### src/design/legacy_io_pkg.sv
package legacy_io_pkg;
   // Register byte offsets
   localparam logic [7:0] OFS_MODE = 8'h00;
   localparam logic [7:0] OFS_CFG = 8'h04;
   localparam logic [7:0] OFS_SPEED = 8'h08;
   localparam logic [7:0] OFS_RAMP = 8'h0C;
   localparam logic [7:0] OFS_TORQUE = 8'h10;
   localparam logic [7:0] OFS_IRQ_STAT = 8'h14;
   localparam logic [7:0] OFS_IRQ_MASK = 8'h18;
   localparam logic [7:0] OFS_INPUTS = 8'h1C;
   // Setpoint limits; speed in r/min, ramp in tenths of a second
   localparam logic [11:0] SPEED_ANA_MIN = 12'h01E;
   localparam logic [11:0] SPEED_ANA_MAX = 12'hBB8;
   localparam logic [11:0] SPEED_DIG_MAX = 12'hFA0;
   localparam logic [8:0] RAMP_ANA_MIN = 9'h001;
   localparam logic [8:0] RAMP_ANA_MAX = 9'h096;
   localparam logic [8:0] RAMP_DIG_MAX = 9'h12C;
   localparam logic [7:0] TORQUE_MAX = 8'hFA;
   // Values after reset
   localparam logic [11:0] SPEED_RST = 12'h000;
   localparam logic [8:0] RAMP_RST = 9'h001;
   localparam logic [7:0] TORQUE_RST = 8'h64;
   localparam logic [5:0] CFG_RST = 6'h00;
   localparam logic [2:0] MASK_RST = 3'h0;
   // Stop behaviour codes
   localparam logic STOP_FREE = 1'b0;
   localparam logic STOP_SERVO_LOCK = 1'b1;
   // Interrupt bit positions
   localparam int IRQ_PROTECT = 0;
   localparam int IRQ_CLEAR = 1;
   localparam int IRQ_REJECT = 2;
   localparam int IRQ_W = 3;

   typedef enum logic [1:0] {
      MODE_NONE = 2'b00,
      MODE_SPEED = 2'b01,
      MODE_POS = 2'b10
   } mode_t;

   typedef enum logic [1:0] {
      AUX_OFF = 2'b00,
      AUX_BUSY = 2'b01,
      AUX_TORQUE = 2'b10,
      AUX_FAULT = 2'b11
   } aux_fn_t;

   typedef struct packed {
      aux_fn_t output_terminal_2_fn;
      logic in8_en;
      logic in7_en;
      logic torque_sel;
      logic stop_hold;
   } cfg_t;

   typedef struct packed {
      logic [11:0] speed;
      logic [8:0] ramp;
      logic [7:0] torque;
   } cmd_t;
endpackage

### src/design/legacy_compat_io_mapping.sv
`timescale 1ns/1ps
module legacy_compat_io_mapping (
   input wire logic hclk,
   input wire logic hresetn,
   input wire logic hsel,
   input wire logic [31:0] haddr,
   input wire logic [1:0] htrans,
   input wire logic hwrite,
   input wire logic [2:0] hsize,
   input wire logic [31:0] hwdata,
   input wire logic hready,
   output logic [31:0] hrdata,
   output logic hreadyout,
   output logic hresp,
   input wire logic mode_select_switch_a,
   input wire logic mode_select_switch_b,
   input wire logic mode_select_switch_d,
   input wire logic [8:0] input_terminals,
   input wire logic protect_active,
   input wire logic busy_in,
   input wire logic torque_reached_in,
   input wire logic fault_code_pulse_in,
   input wire logic encoder_a_in,
   input wire logic encoder_b_in,
   input wire logic [11:0] speed_pot_wiper_rpm,
   input wire logic [8:0] ramp_pot_tenths,
   output legacy_io_pkg::mode_t active_mode,
   output logic forward_run_input,
   output logic reverse_run_input,
   output logic positioning_start,
   output logic mechanical_origin_sensor,
   output logic [2:0] data_select,
   output logic current_cutoff,
   output logic quick_halt,
   output logic alarm_clear_input,
   output logic aux_input_7,
   output logic aux_input_8,
   output logic stop_hold,
   output legacy_io_pkg::cmd_t motion_cmd,
   output logic output_terminal_0,
   output logic output_terminal_1,
   output logic output_terminal_2,
   output logic encoder_phase_a_output,
   output logic encoder_phase_b_output,
   output logic irq
);
   import legacy_io_pkg::*;

   logic captured; // Mode has been taken since reset
   cfg_t cfg; // Software configuration
   logic [11:0] dig_speed; // Digital speed setpoint
   logic [8:0] dig_ramp; // Digital ramp time
   logic [7:0] dig_torque; // Torque limit
   logic [IRQ_W-1:0] irq_stat; // Sticky events
   logic [IRQ_W-1:0] irq_mask; // Event enables
   logic wr_pend; // Write data phase pending
   logic [7:0] wr_addr; // Address of pending write
   logic prot_d; // Protection seen last cycle
   logic in6_d; // Terminal 6 seen last cycle
   logic [31:0] rd_val; // Read mux result
   logic rej; // Out-of-range write this cycle
   logic [IRQ_W-1:0] next_irq_set; // Events this cycle
   logic [11:0] ana_speed; // Analog speed after limits
   logic [8:0] ana_ramp; // Analog ramp after limits

   // Bus request decode; everything above the map is unmapped
   wire addr_ok = hsel && hready && htrans[1];
   wire map_ok = (haddr[31:5] == 27'h0);
   wire rd_hit = addr_ok && !hwrite && map_ok;
   wire stat_rd = rd_hit && (haddr[7:0] == OFS_IRQ_STAT);

   // Zero wait states, always OKAY
   always_ff @(posedge hclk or negedge hresetn)
   begin
      if (!hresetn)
      begin
         hreadyout <= 1'b0;
         hresp <= 1'b0;
      end
      else
      begin
         hreadyout <= 1'b1;
         hresp <= 1'b0;
      end
   end

   // Address phase of a write is held until its data arrive
   always_ff @(posedge hclk or negedge hresetn)
   begin
      if (!hresetn)
      begin
         wr_pend <= 1'b0;
         wr_addr <= 8'h00;
      end
      else
      begin
         wr_pend <= addr_ok && hwrite && map_ok;
         if (addr_ok)
            wr_addr <= haddr[7:0];
      end
   end

   // Read mux; the status read sees the value before its clear
   always_comb
   begin
      case (haddr[7:0])
         OFS_MODE: rd_val = 32'(active_mode);
         OFS_CFG: rd_val = 32'(cfg);
         OFS_SPEED: rd_val = 32'(dig_speed);
         OFS_RAMP: rd_val = 32'(dig_ramp);
         OFS_TORQUE: rd_val = 32'(dig_torque);
         OFS_IRQ_STAT: rd_val = 32'(irq_stat);
         OFS_IRQ_MASK: rd_val = 32'(irq_mask);
         OFS_INPUTS: rd_val = 32'(input_terminals);
         default: rd_val = 32'h0000_0000;
      endcase
   end

   // Read data registered at the address edge, zero otherwise
   always_ff @(posedge hclk or negedge hresetn)
   begin
      if (!hresetn)
         hrdata <= 32'h0000_0000;
      else if (rd_hit)
         hrdata <= rd_val;
      else
         hrdata <= 32'h0000_0000;
   end

   // Setpoint writes beyond their range are dropped and flagged
   always_comb
   begin
      rej = 1'b0;
      if (wr_pend)
      begin
         case (wr_addr)
            OFS_SPEED: rej = hwdata > 32'(SPEED_DIG_MAX);
            OFS_RAMP: rej = hwdata > 32'(RAMP_DIG_MAX);
            OFS_TORQUE: rej = hwdata > 32'(TORQUE_MAX);
            default: rej = 1'b0;
         endcase
      end
   end

   // Configuration and digital operation data
   always_ff @(posedge hclk or negedge hresetn)
   begin
      if (!hresetn)
      begin
         cfg <= cfg_t'(CFG_RST);
         dig_speed <= SPEED_RST;
         dig_ramp <= RAMP_RST;
         dig_torque <= TORQUE_RST;
         irq_mask <= MASK_RST;
      end
      else if (wr_pend && !rej)
      begin
         case (wr_addr)
            OFS_CFG: cfg <= cfg_t'(hwdata[5:0]);
            OFS_SPEED: dig_speed <= hwdata[11:0];
            OFS_RAMP: dig_ramp <= hwdata[8:0];
            OFS_TORQUE: dig_torque <= hwdata[7:0];
            OFS_IRQ_MASK: irq_mask <= hwdata[IRQ_W-1:0];
            default: ;
         endcase
      end
   end

   // mode captured once, never re-read
   // Sampling at the first edge after release keeps reset constant
   always_ff @(posedge hclk or negedge hresetn)
   begin
      if (!hresetn)
      begin
         captured <= 1'b0;
         active_mode <= MODE_NONE;
      end
      else if (!captured)
      begin
         captured <= 1'b1;
         if (!mode_select_switch_a && mode_select_switch_b &&
             mode_select_switch_d)
            active_mode <= MODE_SPEED;
         else if (mode_select_switch_a && mode_select_switch_b &&
                  mode_select_switch_d)
            active_mode <= MODE_POS;
         else
            active_mode <= MODE_NONE;
      end
   end

   // Analog limits: below 30 r/min counts as stop
   always_comb
   begin
      if (speed_pot_wiper_rpm < SPEED_ANA_MIN)
         ana_speed = 12'h000;
      else if (speed_pot_wiper_rpm > SPEED_ANA_MAX)
         ana_speed = SPEED_ANA_MAX;
      else
         ana_speed = speed_pot_wiper_rpm;
      if (ramp_pot_tenths < RAMP_ANA_MIN)
         ana_ramp = RAMP_ANA_MIN;
      else if (ramp_pot_tenths > RAMP_ANA_MAX)
         ana_ramp = RAMP_ANA_MAX;
      else
         ana_ramp = ramp_pot_tenths;
   end

   // Motion command; data numbers 0 and 1 follow the pot in speed mode
   always_ff @(posedge hclk or negedge hresetn)
   begin
      if (!hresetn)
      begin
         motion_cmd <= '0;
         stop_hold <= STOP_FREE;
      end
      else
      begin
         if (active_mode == MODE_SPEED && input_terminals[4:3] == 2'b00)
         begin
            motion_cmd.speed <= ana_speed;
            motion_cmd.ramp <= ana_ramp;
         end
         else
         begin
            motion_cmd.speed <= dig_speed;
            motion_cmd.ramp <= dig_ramp;
         end
         motion_cmd.torque <= dig_torque;
         stop_hold <= (active_mode == MODE_SPEED) ? cfg.stop_hold :
                      STOP_FREE;
      end
   end

   // Terminal functions per mode; with no mode only aux inputs 7 and 8 are driven
   always_ff @(posedge hclk or negedge hresetn)
   begin
      if (!hresetn)
      begin
         forward_run_input <= 1'b0;
         reverse_run_input <= 1'b0;
         positioning_start <= 1'b0;
         mechanical_origin_sensor <= 1'b0;
         data_select <= 3'h0;
         current_cutoff <= 1'b0;
         quick_halt <= 1'b0;
         alarm_clear_input <= 1'b0;
         aux_input_7 <= 1'b0;
         aux_input_8 <= 1'b0;
      end
      else
      begin
         forward_run_input <= (active_mode == MODE_SPEED) &&
                              input_terminals[0];
         reverse_run_input <= (active_mode == MODE_SPEED) &&
                              input_terminals[1];
         positioning_start <= (active_mode == MODE_POS) &&
                              input_terminals[0];
         mechanical_origin_sensor <= (active_mode == MODE_POS) &&
                                     input_terminals[1];
         data_select <= (active_mode != MODE_NONE) ?
                        input_terminals[4:2] : 3'h0;
         current_cutoff <= (active_mode != MODE_NONE) &&
                           input_terminals[5];
         quick_halt <= (active_mode != MODE_NONE) && !protect_active &&
                       input_terminals[6];
         alarm_clear_input <= (active_mode != MODE_NONE) &&
                              protect_active && input_terminals[6];
         aux_input_7 <= cfg.in7_en && input_terminals[7];
         aux_input_8 <= cfg.in8_en && input_terminals[8];
      end
   end

   // Output terminals and encoder pulses
   always_ff @(posedge hclk or negedge hresetn)
   begin
      if (!hresetn)
      begin
         output_terminal_0 <= 1'b0;
         output_terminal_1 <= 1'b0;
         output_terminal_2 <= 1'b0;
         encoder_phase_a_output <= 1'b0;
         encoder_phase_b_output <= 1'b0;
      end
      else
      begin
         output_terminal_0 <= protect_active;
         if (protect_active)
            output_terminal_1 <= fault_code_pulse_in;
         else if (cfg.torque_sel)
            output_terminal_1 <= torque_reached_in;
         else
            output_terminal_1 <= busy_in;
         case (cfg.output_terminal_2_fn)
            AUX_BUSY: output_terminal_2 <= busy_in;
            AUX_TORQUE: output_terminal_2 <= torque_reached_in;
            AUX_FAULT: output_terminal_2 <= protect_active;
            default: output_terminal_2 <= 1'b0;
         endcase
         encoder_phase_a_output <= encoder_a_in;
         encoder_phase_b_output <= encoder_b_in;
      end
   end

   // Events: protection entry, alarm clear press, refused write
   always_comb
   begin
      next_irq_set = '0;
      next_irq_set[IRQ_PROTECT] = protect_active && !prot_d;
      next_irq_set[IRQ_CLEAR] = protect_active && input_terminals[6] &&
                                !in6_d;
      next_irq_set[IRQ_REJECT] = rej;
   end

   // Sticky status; a new event beats the read clear
   always_ff @(posedge hclk or negedge hresetn)
   begin
      if (!hresetn)
      begin
         prot_d <= 1'b0;
         in6_d <= 1'b0;
         irq_stat <= '0;
         irq <= 1'b0;
      end
      else
      begin
         prot_d <= protect_active;
         in6_d <= input_terminals[6];
         irq_stat <= (stat_rd ? '0 : irq_stat) | next_irq_set;
         irq <= |(irq_stat & irq_mask);
      end
   end
endmodule

### config.mk
export PLATFORM = sky130hd
export DESIGN_NAME = legacy_compat_io_mapping
export DESIGN_NICKNAME = d
export VERILOG_FILES = /design/src/design/legacy_io_pkg.sv /design/src/design/legacy_compat_io_mapping.sv
export SDC_FILE = /design/constraint.sdc
export NUM_CORES = 1
export LEC_CHECK = 0
export BUFFER_PORTS_ARGS = -buffer_cell sky130_fd_sc_hd__buf_4
export CORE_ASPECT_RATIO = 0.7
export CORE_MARGIN = 4
export CORE_UTILIZATION = 44
export CTS_CLUSTER_SIZE = 14
export DETAILED_ROUTE_END_ITERATION = 6
export PLACE_DENSITY_LB_ADDON = 0.3
export SYNTH_ARGS = -nofsm -noshare
export SYNTH_HDL_FRONTEND = slang
export SYNTH_SLANG_ARGS = --single-unit
### constraint.sdc
create_clock -name hclk -period 2.22 [get_ports hclk]
set_input_delay 0.111 -clock hclk [delete_from_list [all_inputs] [get_ports hclk]]
set_output_delay 0.111 -clock hclk [all_outputs]
set_load 0.01 [all_outputs]
Yosys cells after proc, flatten, opt, wreduce, memory -nomap -nowiden
Cells that the tools add are included.
{"block": "word_totals", "register_bits": 134, "elab_cells": 122}
{"block": "op_classes", "magnitude_cmp": 7, "n_eq_ne": 17, "muxes": 17, "bitwise": 2, "n_reduce_logical": 43}
{"cell": "one-hot mux 12 bit (8 select lines)", "count": 1}
{"cell": "== test 8 x 5 -> 1 bit (second input constant)", "count": 6}
{"cell": "== test 8 x 4 -> 1 bit (second input constant)", "count": 4}
{"cell": "greater-than comparator 32 x 12 -> 1 bit (second input constant)", "count": 1}
{"cell": "greater-than comparator 32 x 8 -> 1 bit (second input constant)", "count": 1}
{"cell": "greater-than comparator 32 x 9 -> 1 bit (second input constant)", "count": 1}
{"cell": "two-way mux 32 bit", "count": 1}
{"cell": "logical AND 1 bit", "count": 27}
{"cell": "logical NOT 27 bit", "count": 1}
{"cell": "two-way mux 12 bit", "count": 2}
{"cell": "two-way mux 21 bit", "count": 1}
{"cell": "two-way mux 9 bit", "count": 2}
{"cell": "== test 8 x 3 -> 1 bit (second input constant)", "count": 2}
{"cell": "greater-than comparator 12 bit (second input constant)", "count": 1}
{"cell": "< comparator 12 x 5 -> 1 bit (second input constant)", "count": 1}
{"cell": "AND reduction 2 bit", "count": 5}
{"cell": "greater-than comparator 9 x 8 -> 1 bit (second input constant)", "count": 1}
{"cell": "< comparator 9 x 1 -> 1 bit (second input constant)", "count": 1}
{"cell": "logical NOT 8 bit", "count": 1}
{"cell": "== test 2 bit (second input constant)", "count": 3}
{"cell": "logical NOT 1 bit", "count": 6}
{"cell": "two-way mux 3 bit", "count": 2}
{"cell": "one-hot mux 1 bit (3 select lines)", "count": 2}
{"cell": "== test 2 x 1 -> 1 bit (second input constant)", "count": 2}
{"cell": "7 further kinds", "count": 11}

Logic depth before layout (Yosys ltp)
Gate-level depths: netlist of the first run.
{"block": "depth", "ltp_word": 7, "depth_mapped": 6}

Worst setup path before layout of the first run
Ideal clock, no wire load.
{"block": "synth_path", "kind": "register -> register", "start": "reg wr_addr[1]", "end": "reg dig_torque[0]", "setup_ps": 125, "arrival_ps": 2091, "t_required_ps": 2095, "path_slack_ps": 4, "path_stages_with_launch": 6, "path_buffers": 0, "cell_sequence": "dfrtp_1 -> or4_1 -> nor4b_2 -> inv_1 -> nor3_2 -> mux2_2"}
{"block": "synth_between", "elab_chain_cells": 6, "word_cells_on_any_way": 8, "cone_classes": "eq/ne (3); mux (2); reduce/logical (3)"}
{"item": "start, declared", "line": "legacy_compat_io_mapping.sv:57", "source": "logic [7:0] wr_addr;"}
{"item": "start signal, assigned", "line": "legacy_compat_io_mapping.sv:99", "source": "wr_addr <= haddr[7:0];"}
{"item": "== test 8 x 5 -> 1 bit / == test 8 x 4 -> 1 bit (equally long branches)", "line": "legacy_compat_io_mapping.sv:136, legacy_compat_io_mapping.sv:158"}
{"item": "one-hot mux 1 bit (3 select lines)", "line": "legacy_compat_io_mapping.sv:136", "source": "case (wr_addr)"}
{"item": "two-way mux 1 bit", "line": "legacy_compat_io_mapping.sv:134", "source": "if (wr_pend)"}
{"item": "logical NOT 1 bit", "line": "legacy_compat_io_mapping.sv:156", "source": "else if (wr_pend && !rej)"}
{"item": "logical AND 1 bit", "line": "legacy_compat_io_mapping.sv:156"}
{"item": "AND reduction 2 bit (no line) (*)"}
{"item": "end signal, assigned", "line": "legacy_compat_io_mapping.sv:162", "source": "OFS_TORQUE: dig_torque <= hwdata[7:0];"}
{"item": "end, declared", "line": "legacy_compat_io_mapping.sv:53", "source": "logic [7:0] dig_torque;"}
Every way passes the cells marked *; elsewhere a longest branch is shown, timed or not.
A chain may end at the register's enable or synchronous reset.

Worst setup path after layout of the first run
Same ends and word-level chain as after synthesis.

==> results of run 1 <==
[cell usage after synthesis (all sizes together) (3+ instances only)]
cell | n | area (um^2)
a211oi | 4 | 30.0
a32o | 7 | 70.1
a22oi | 3 | 22.5
nor4b | 3 | 32.5
a21oi | 8 | 40.0
nand3 | 6 | 30.0
dfrtp | 110 | 2750
mux2 | 49 | 552
clkbuf | 9 | 33.8
nor3b | 4 | 30.0
nor3 | 9 | 61.3
nor2b | 7 | 43.8
nand4 | 5 | 31.3
and3 | 8 | 50.1
and3b | 3 | 26.3
or4 | 3 | 22.5
inv | 6 | 22.5
a222oi | 8 | 80.1
and2 | 9 | 56.3
nand2 | 32 | 120
nor4 | 14 | 87.6
o21ai | 14 | 70.1
a22o | 6 | 52.6
nor2 | 16 | 60.1
or3 | 4 | 25.0
dfstp | 4 | 105
o22a | 3 | 26.3
buf | 23 | 168
a31oi | 5 | 31.3
[per-stage QoR]
stage	instance area, um^2	power (mW)	hold WS, ns
2_1_floorplan	5010	2.38	-0.185
3_3_place_gp	6430	2.65	0.0618
3_5_place_dp	6430	2.67	0.0642
4_1_cts	7540	5.64	0.000243
5_1_grt	7560	5.80	0.00158
6_report	7560	5.60	0.0149
[logic make-up after synthesis]
group           after synthesis  synth area share (%)
buf+inv                      38                  4.53
compound gates               74                  11.3
mux                          51                  11.6
flops                       114                  57.9
simple gates                127                  14.5
other cells                   2                 0.152
[registers in the layout, indices dropped and copies added (netlist names), 3 cells and up]
signal,flops
hrdata,12
dig_speed,12
wr_addr,8
dig_ramp,9
cfg,6
irq_mask,3
data_select,3
motion_cmd,29
dig_torque,8
irq_stat,3
[final timing paths]
path | slack, ns | end | depth (start not counted)
max | 0.09 | dig_torque[0] | 6
min | 0.01 | motion_cmd[27] | 2
max reg2reg | 0.09 | dig_torque[0] | 6
min reg2reg | 0.41 | motion_cmd[7] | 0
max in group asynchronous | 1.26 | hrdata[9] | 3
min in group asynchronous | 0.18 | motion_cmd[3] | 2
[timing repair]
| item | 4_1_cts | 5_1_grt |
|---|---|---|
| buffers inserted | 0 | 0 |
| setup endpoints to repair | 0 | 20 |
| hold buffers | 48 | 0 |
| endpoints found under the hold margin | 87 | 0 |
| gates resized for setup | 0 | 4 |
[layer usage]
layer | routed length, um | share of wire (%) | track usage, % | vias to the layer above
li1 | - | - | - | 1963
met1 | 6270 | 42 | 31.4 | 2124
met2 | 6890 | 46 | 34.7 | 237
met3 | 1360 | 9.2 | 6.86 | 30
met4 | 316 | 2.1 | 9.62 | 0
met5 | 0 | 0 | 0 | -
[critical path, delay by kind of cell, from the launching register on]
family,cells,cell delay (ns)
flip-flops,1,0.38
multiplexers,1,0.34
buffers and inverters,2,0.26
AND/OR/NAND/NOR,3,1.03
[layout make-up]
| cell class | count | area share, % |
|---|---|---|
| Clock inverter | 9 | 2.02 |
| Tap cell | 153 | 2.53 |
| Sequential cell | 114 | 37.8 |
| Inverter | 6 | 0.298 |
| Timing Repair Buffer | 234 | 25.0 |
| Clock buffer | 22 | 6.40 |
| Multi-Input combinational cell | 274 | 26.0 |
[power groups by stage]
| stage | combinational (mW) | clock [mW] | sequential [mW] |
|---|---|---|---|
| after floorplan | 0.160 | 0 | 2.22 |
| after global placement | 0.435 | 0 | 2.22 |
| after detailed placement | 0.446 | 0 | 2.22 |
| after CTS | 0.518 | 2.93 | 2.19 |
| after global routing | 0.570 | 3.03 | 2.20 |
| final | 0.523 | 2.88 | 2.20 |
==> summary.md, run 1 <==
| Metric | Value |
|---|---|
| Status | finished clean |
| Clock Sinks | between 100 and 150 |
| Internal power | 4.41 mW |
| Unique cell type count in the Yosys netlist | 53 |
| Cells after Synth | 406 |
| Setup slack at placement | 0.0478 ns |
| Die W | 135 um |
| CTS buffer count | 17 |
| Total GRT Usage | 23.1% |
| Final setup fails | 0 |
| Hold wc startpoint | speed_pot_wiper_rpm[10] |
| Critical Path Source | wr_addr[1] |
| # IOs | roughly 200 |
| Fin Clk Skew | 0.00862 ns |
| Most frequent cells in the layout | buf_4 (184), dfrtp_1 (110), mux2_2 (49) |
| Row count | 32 |
| Critical Path AT | roughly 2.4 ns |
| Slowest cell on the critical path | or4_4 |
| Tcrit/Tclk final | 96.1% |
| Slowest stage delay, CP | 0.56 ns |
| Vias/cell | 5.36 |
| Final core occ | 68.7% |
| Die ar. | 13,000 um^2 |
| Clock-pin slew on the worst setup and hold paths | 0.05 ns |
| Yosys Warn Count | 0 |
| Static Leak | 3.66 nW |
| Switching pwr | approximately 1.2 mW |
| Root Buffer | clkbuf_16 |
| Crit start category | register |
| Vias in the first global route | 4,565 |
| Footprint of the multi-input gates | a little under 2000 um^2 |
| DR DRC count | 0 |
| Sum Neg Setup Slack | 0 ns |
| Crit Path Class | register to register |
| Logic pwr share | 9.3% |
| Worst vdd ir | 0.000590 V |
| Worst-path fanout max | 8 |
| Worst slew margin | 66.1% |
| Synth Flop Type | dfrtp_1 |
| DP HPWL | ~11 mm |
| Ratio of cells with drive above 1 in the final layout | 42.3% |
| Net Sw Frac | 21.2% |
| Placer Congestion | ~0.87 |
| Antenna-violating nets left | 0 |
| R2r startpoint | wr_addr[1] |
| Final Hold Vio Count | 0 |
| HP Class | input pin to register |
| F_max | 469 MHz |
| Core area | approximately 11,000 um^2 |
| Die span in y | 96.7 um |
| Finished Layout Cells | between 800 and 900 |
| PD cells | between 700 and 800 nW/um^2 |
| Post-synth EDFFs | 0 |
| Nets | 760 |
| Fillers | 833 |
| Min Tclk post-route | 2.13 ns |
| Pin count of the biggest net entering global routing | 52 |
| H-tree depth | 4 |
| Diode count | 0 |
| Clock Power Share | 51.5% |
| Syn_area_per_cell | 12.2 um^2 |
| TritonRoute pass-1 iters | 5 |
| Cells along the critical path | or4_4, nor4b_4, inv_1, nor3_2, buf_6, mux2_2 |
| #FFs+latches synth | about 110 |
| First-pass GRT wire length | 23.5 mm |
| Synth-to-layout area growth | 53.1% |
| Worst skew pair latency | just over 0.4 ns |
| PortBufs | 171 |
| Synthesized area | 4940 um^2 |
| Inst Count DP | roughly 730 |
| Sequential share of the synthesized area | between 50% and 60% |
| Commonest non-fill, non-tap cell in the layout | buf_4 |
| Worst-margin pin slew | ~0.51 ns |
| CP Capture Type | register |
| Initial core utilization | between 40% and 50% |
| FFs w/ async S/R, synth | between 90% and 100% |
| Vias | 4,354 |
| RSZ-0062 raised after global routing | yes |
| Iteration-0 DRC Markers | 286 |
| Grt total ovfl | 0 |
| CTS tree | yes |
| Longest Clk Path Bufs | 2 |
| Max_cap viols | 0 |
| Critical Path RT | 2.51 ns |
| Wirelength, routed | 14.8 mm |
| Flop pwr share | 39.2% |
| Final max-slew violation count | 0 |
| Post-route setup slack | 0.0868 ns |
| Initial antenna violation count | 0 |
| Register area | 2860 um^2 |
| DR WL/cell | around 18 um |
No activity file was read; power rests on OpenSTA's default activity.
==> inputs of run 2 (changes only) <==
Clock period 2.22 ns to 1.9 ns, I/O delays scaled along.
==> run 2 against run 1 <==
The flow now finishes with violations (setup timing); setup slack worse by 0.21 ns; sequential cell count stayed put; cell area is 2.4% higher; global-route usage is 0.87 points higher; critical endpoint unchanged; largest power group unchanged; highest routed layer unchanged.
==> summary.md, run 2 (same netlist as run 1, synthesis figures left out) <==
| Metric | Value |
|---|---|
| Pin count of the biggest net entering global routing | 43 (-17%) |
| Critical Path AT | 2.32 ns (-0.10 ns) |
| Root Buffer | clkbuf_16 |
| Die span in y | 96.7 um (unchanged) |
| HP Class | input pin to register |
| Met2 GRT Util | 37.9% (+3.2 points) |
| Core area | 11,000 um^2 (unchanged) |
| Crit start category | register |
| PortBufs | 171 (unchanged) |
| Max_cap viols | 0 (unchanged) |
| DR WL/cell | 18.5 um (+1.3%) |
| Clock-pin slew on the worst setup and hold paths | 0.05 ns (about the same) |
| Row count | 32 (unchanged) |
| Min Tclk post-route | 2.02 ns (-0.108 ns) |
| DR DRC count | 0 (unchanged) |
| Sum Neg Setup Slack | -1.33 ns (-1.33 ns) |
| Die ar. | 13,000 um^2 (unchanged) |
| Final max-slew violation count | 0 (unchanged) |
| Vias/cell | 5.35 (-0.16%) |
| Post-route setup slack | -0.125 ns (-0.212 ns) |
| Most frequent cells in the layout | buf_4 (203), dfrtp_1 (110), dlygate4sd3_1 (50) |
| Fin Clk Skew | 0.00644 ns (-0.00218 ns) |
| TritonRoute pass-1 iters | 7 (+2) |
| Flop pwr share | 40.6% (+1.4 points) |
| Finished Layout Cells | 835 (+2.8%) |
| Crit Path Class | register to register |
| Static Leak | 3.76 nW (+2.7%) |
| # IOs | 197 (unchanged) |
| RSZ-0062 raised after global routing | yes |
| Antenna-violating nets left | 0 (unchanged) |
| Status | finished with violations |
| Setup slack at placement | -0.231 ns (-0.279 ns) |
| Number of flip-flops in the largest register | 29 (unchanged) |
| Clock Power Share | 48.3% (-3.2 points) |
| Grt total ovfl | 0 (unchanged) |
| Violated checks | setup timing |
| H-tree depth | 4 (unchanged) |
| Diode count | 0 (unchanged) |
| CTS tree | yes |
| PD cells | 810 nW/um^2 (+9.4%) |
| GR Layer Usage met1 | 32.1% (+0.70 points) |
| CTS buffer count | 17 (unchanged) |
| Wirelength, routed | 15.4 mm (+4.1%) |
| Clock Sinks | 114 (unchanged) |
| Total GRT Usage | 24.0% (+0.87 points) |
| Logic pwr share | 11.1% (+1.8 points) |
| Vias | 4,470 (+2.7%) |
| Biggest register | motion_cmd |
| Slowest stage delay, CP | 0.56 ns (about the same) |
| Critical Path RT | 2.19 ns (-0.32 ns) |
| Nets | 782 (+2.9%) |
| DP HPWL | 11.1 mm (+3.5%) |
| First-pass GRT wire length | 24.4 mm (+3.7%) |
| Worst slew margin | 64.0% (-2.1 points) |
| Delay-heaviest family, CP | simple AND/OR/NAND/NOR gates |
| Internal power | 4.78 mW (+8.3%) |
| Final setup fails | 17 (+17) |
| Placer Congestion | 0.904 (+3.7%) |
| Cells along the critical path | or4_4, nor4b_4, inv_1, nor3_4, buf_12, mux2_4 |
| Worst vdd ir | 0.000663 V (+12%) |
| Initial antenna violation count | 0 (unchanged) |
| Largest registers | motion_cmd: 29 flops, dig_speed: 12 flops, hrdata: 12 flops |
| Vias in the first global route | 4,721 (+3.4%) |
| Iteration-0 DRC Markers | 344 (+20%) |
| Net Sw Frac | 23.8% (+2.6 points) |
| Inst Count DP | 750 (+2.3%) |
| Longest Clk Path Bufs | 2 (unchanged) |
| Met3 GRT Util | 7.54% (+0.68 points) |
| Ratio of cells with drive above 1 in the final layout | 44.7% (+2.4 points) |
| Crit path buffers/inverters | 2 (unchanged) |
| Slowest cell on the critical path | or4_4 |
| Worst-margin pin slew | 0.541 ns (+0.0315 ns) |
| Switching pwr | 1.49 mW (+26%) |
| Tcrit/Tclk final | 107% (+10 points) |
| Commonest non-fill, non-tap cell in the layout | buf_4 |
| Worst skew pair latency | 0.41 ns (about the same) |
| Die W | 135 um (unchanged) |
| F_max | 494 MHz (+5.4%) |
| Final Hold Vio Count | 0 (unchanged) |
| Grt peak-use layer | met2 |
| CP Capture Type | register |
| Synth-to-layout area growth | 56.8% |
| Initial core utilization | 44.9% (unchanged) |
| Worst-path fanout max | 8 (unchanged) |
## run 2: cell types whose count changed in the layout (fill, tap and decap cells not counted), moves of 2 or more
cell	change
nor3_4	+2
dlygate4sd3_1	+2
mux2_2	-6
o21ai_2	+2
clkinvlp_4	+3
bufinv_16	-3
mux2_4	+6
nor4b_2	-2
buf_4	+19
## run 2: area by class of cell
class	count	area [um^2]
well taps	153	191
flip-flops and latches	114	2860
clock inverters	12	108
clock buffers	20	467
multi-input cells	274	2020
inverters	6	22.5
repair buffers	256	2080
fillers	771	3270
## run 2: metrics by stage
step | instance area (um^2) | util [%] | hold WS, ns | power, mW
2_1_floorplan | 5040 | - | -0.201 | 2.79
3_5_place_dp | 6580 | 59.8 | 0.119 | 3.17
3_3_place_gp | 6580 | 59.8 | 0.106 | 3.15
6_report | 7740 | 70.3 | 0.0205 | 6.27
5_1_grt | 7740 | 70.3 | 0.0292 | 6.52
4_1_cts | 7670 | 69.7 | 0.00481 | 6.29
## run 2: final timing paths
check                                       startpoint             end  slack (ns)  cells past startpoint
worst max-delay path                        wr_addr[1]   dig_torque[0]       -0.12                      6
worst min-delay path            speed_pot_wiper_rpm[8]  motion_cmd[25]        0.02                      3
worst max register to register              wr_addr[1]   dig_torque[0]       -0.12                      6
worst min register to register           dig_torque[6]   motion_cmd[6]        0.42                      0
max in group asynchronous                      hresetn   dig_torque[5]        1.00                      3
min in group asynchronous                      hresetn  data_select[1]        0.22                      2
## run 2: metal layers
| layer | routed length [um] | up-vias |
|---|---|---|
| met1 | 6210 | 2151 |
| met3 | 1740 | 32 |
| li1 | - | 2008 |
| met5 | 0 | - |
| met2 | 7210 | 279 |
| met4 | 285 | 0 |
## run 2: power by group through the flow
| stage | registers, mW | clock network [mW] | logic, mW |
|---|---|---|---|
| 4_1_cts | 2.54 | 3.07 | 0.682 |
| 2_1_floorplan | 2.60 | 0 | 0.191 |
| 3_3_place_gp | 2.58 | 0 | 0.573 |
| 3_5_place_dp | 2.59 | 0 | 0.588 |
| 5_1_grt | 2.56 | 3.20 | 0.759 |
| 6_report | 2.55 | 3.03 | 0.696 |
## run 2: repair_timing
action | CTS | global route
buffers inserted | 1 | 1
resized for setup | 2 | 17
hold buffers | 50 | 0
setup endpoints to repair | 16 | 40
endpoints found under the hold margin | 105 | 0
gates cloned | 0 | 1
## run 2: tightest hold or removal path, cell delays in order
cell,delay [ns]
buf_4,0.09
a21oi_1,0.04
o21ai_0,0.16
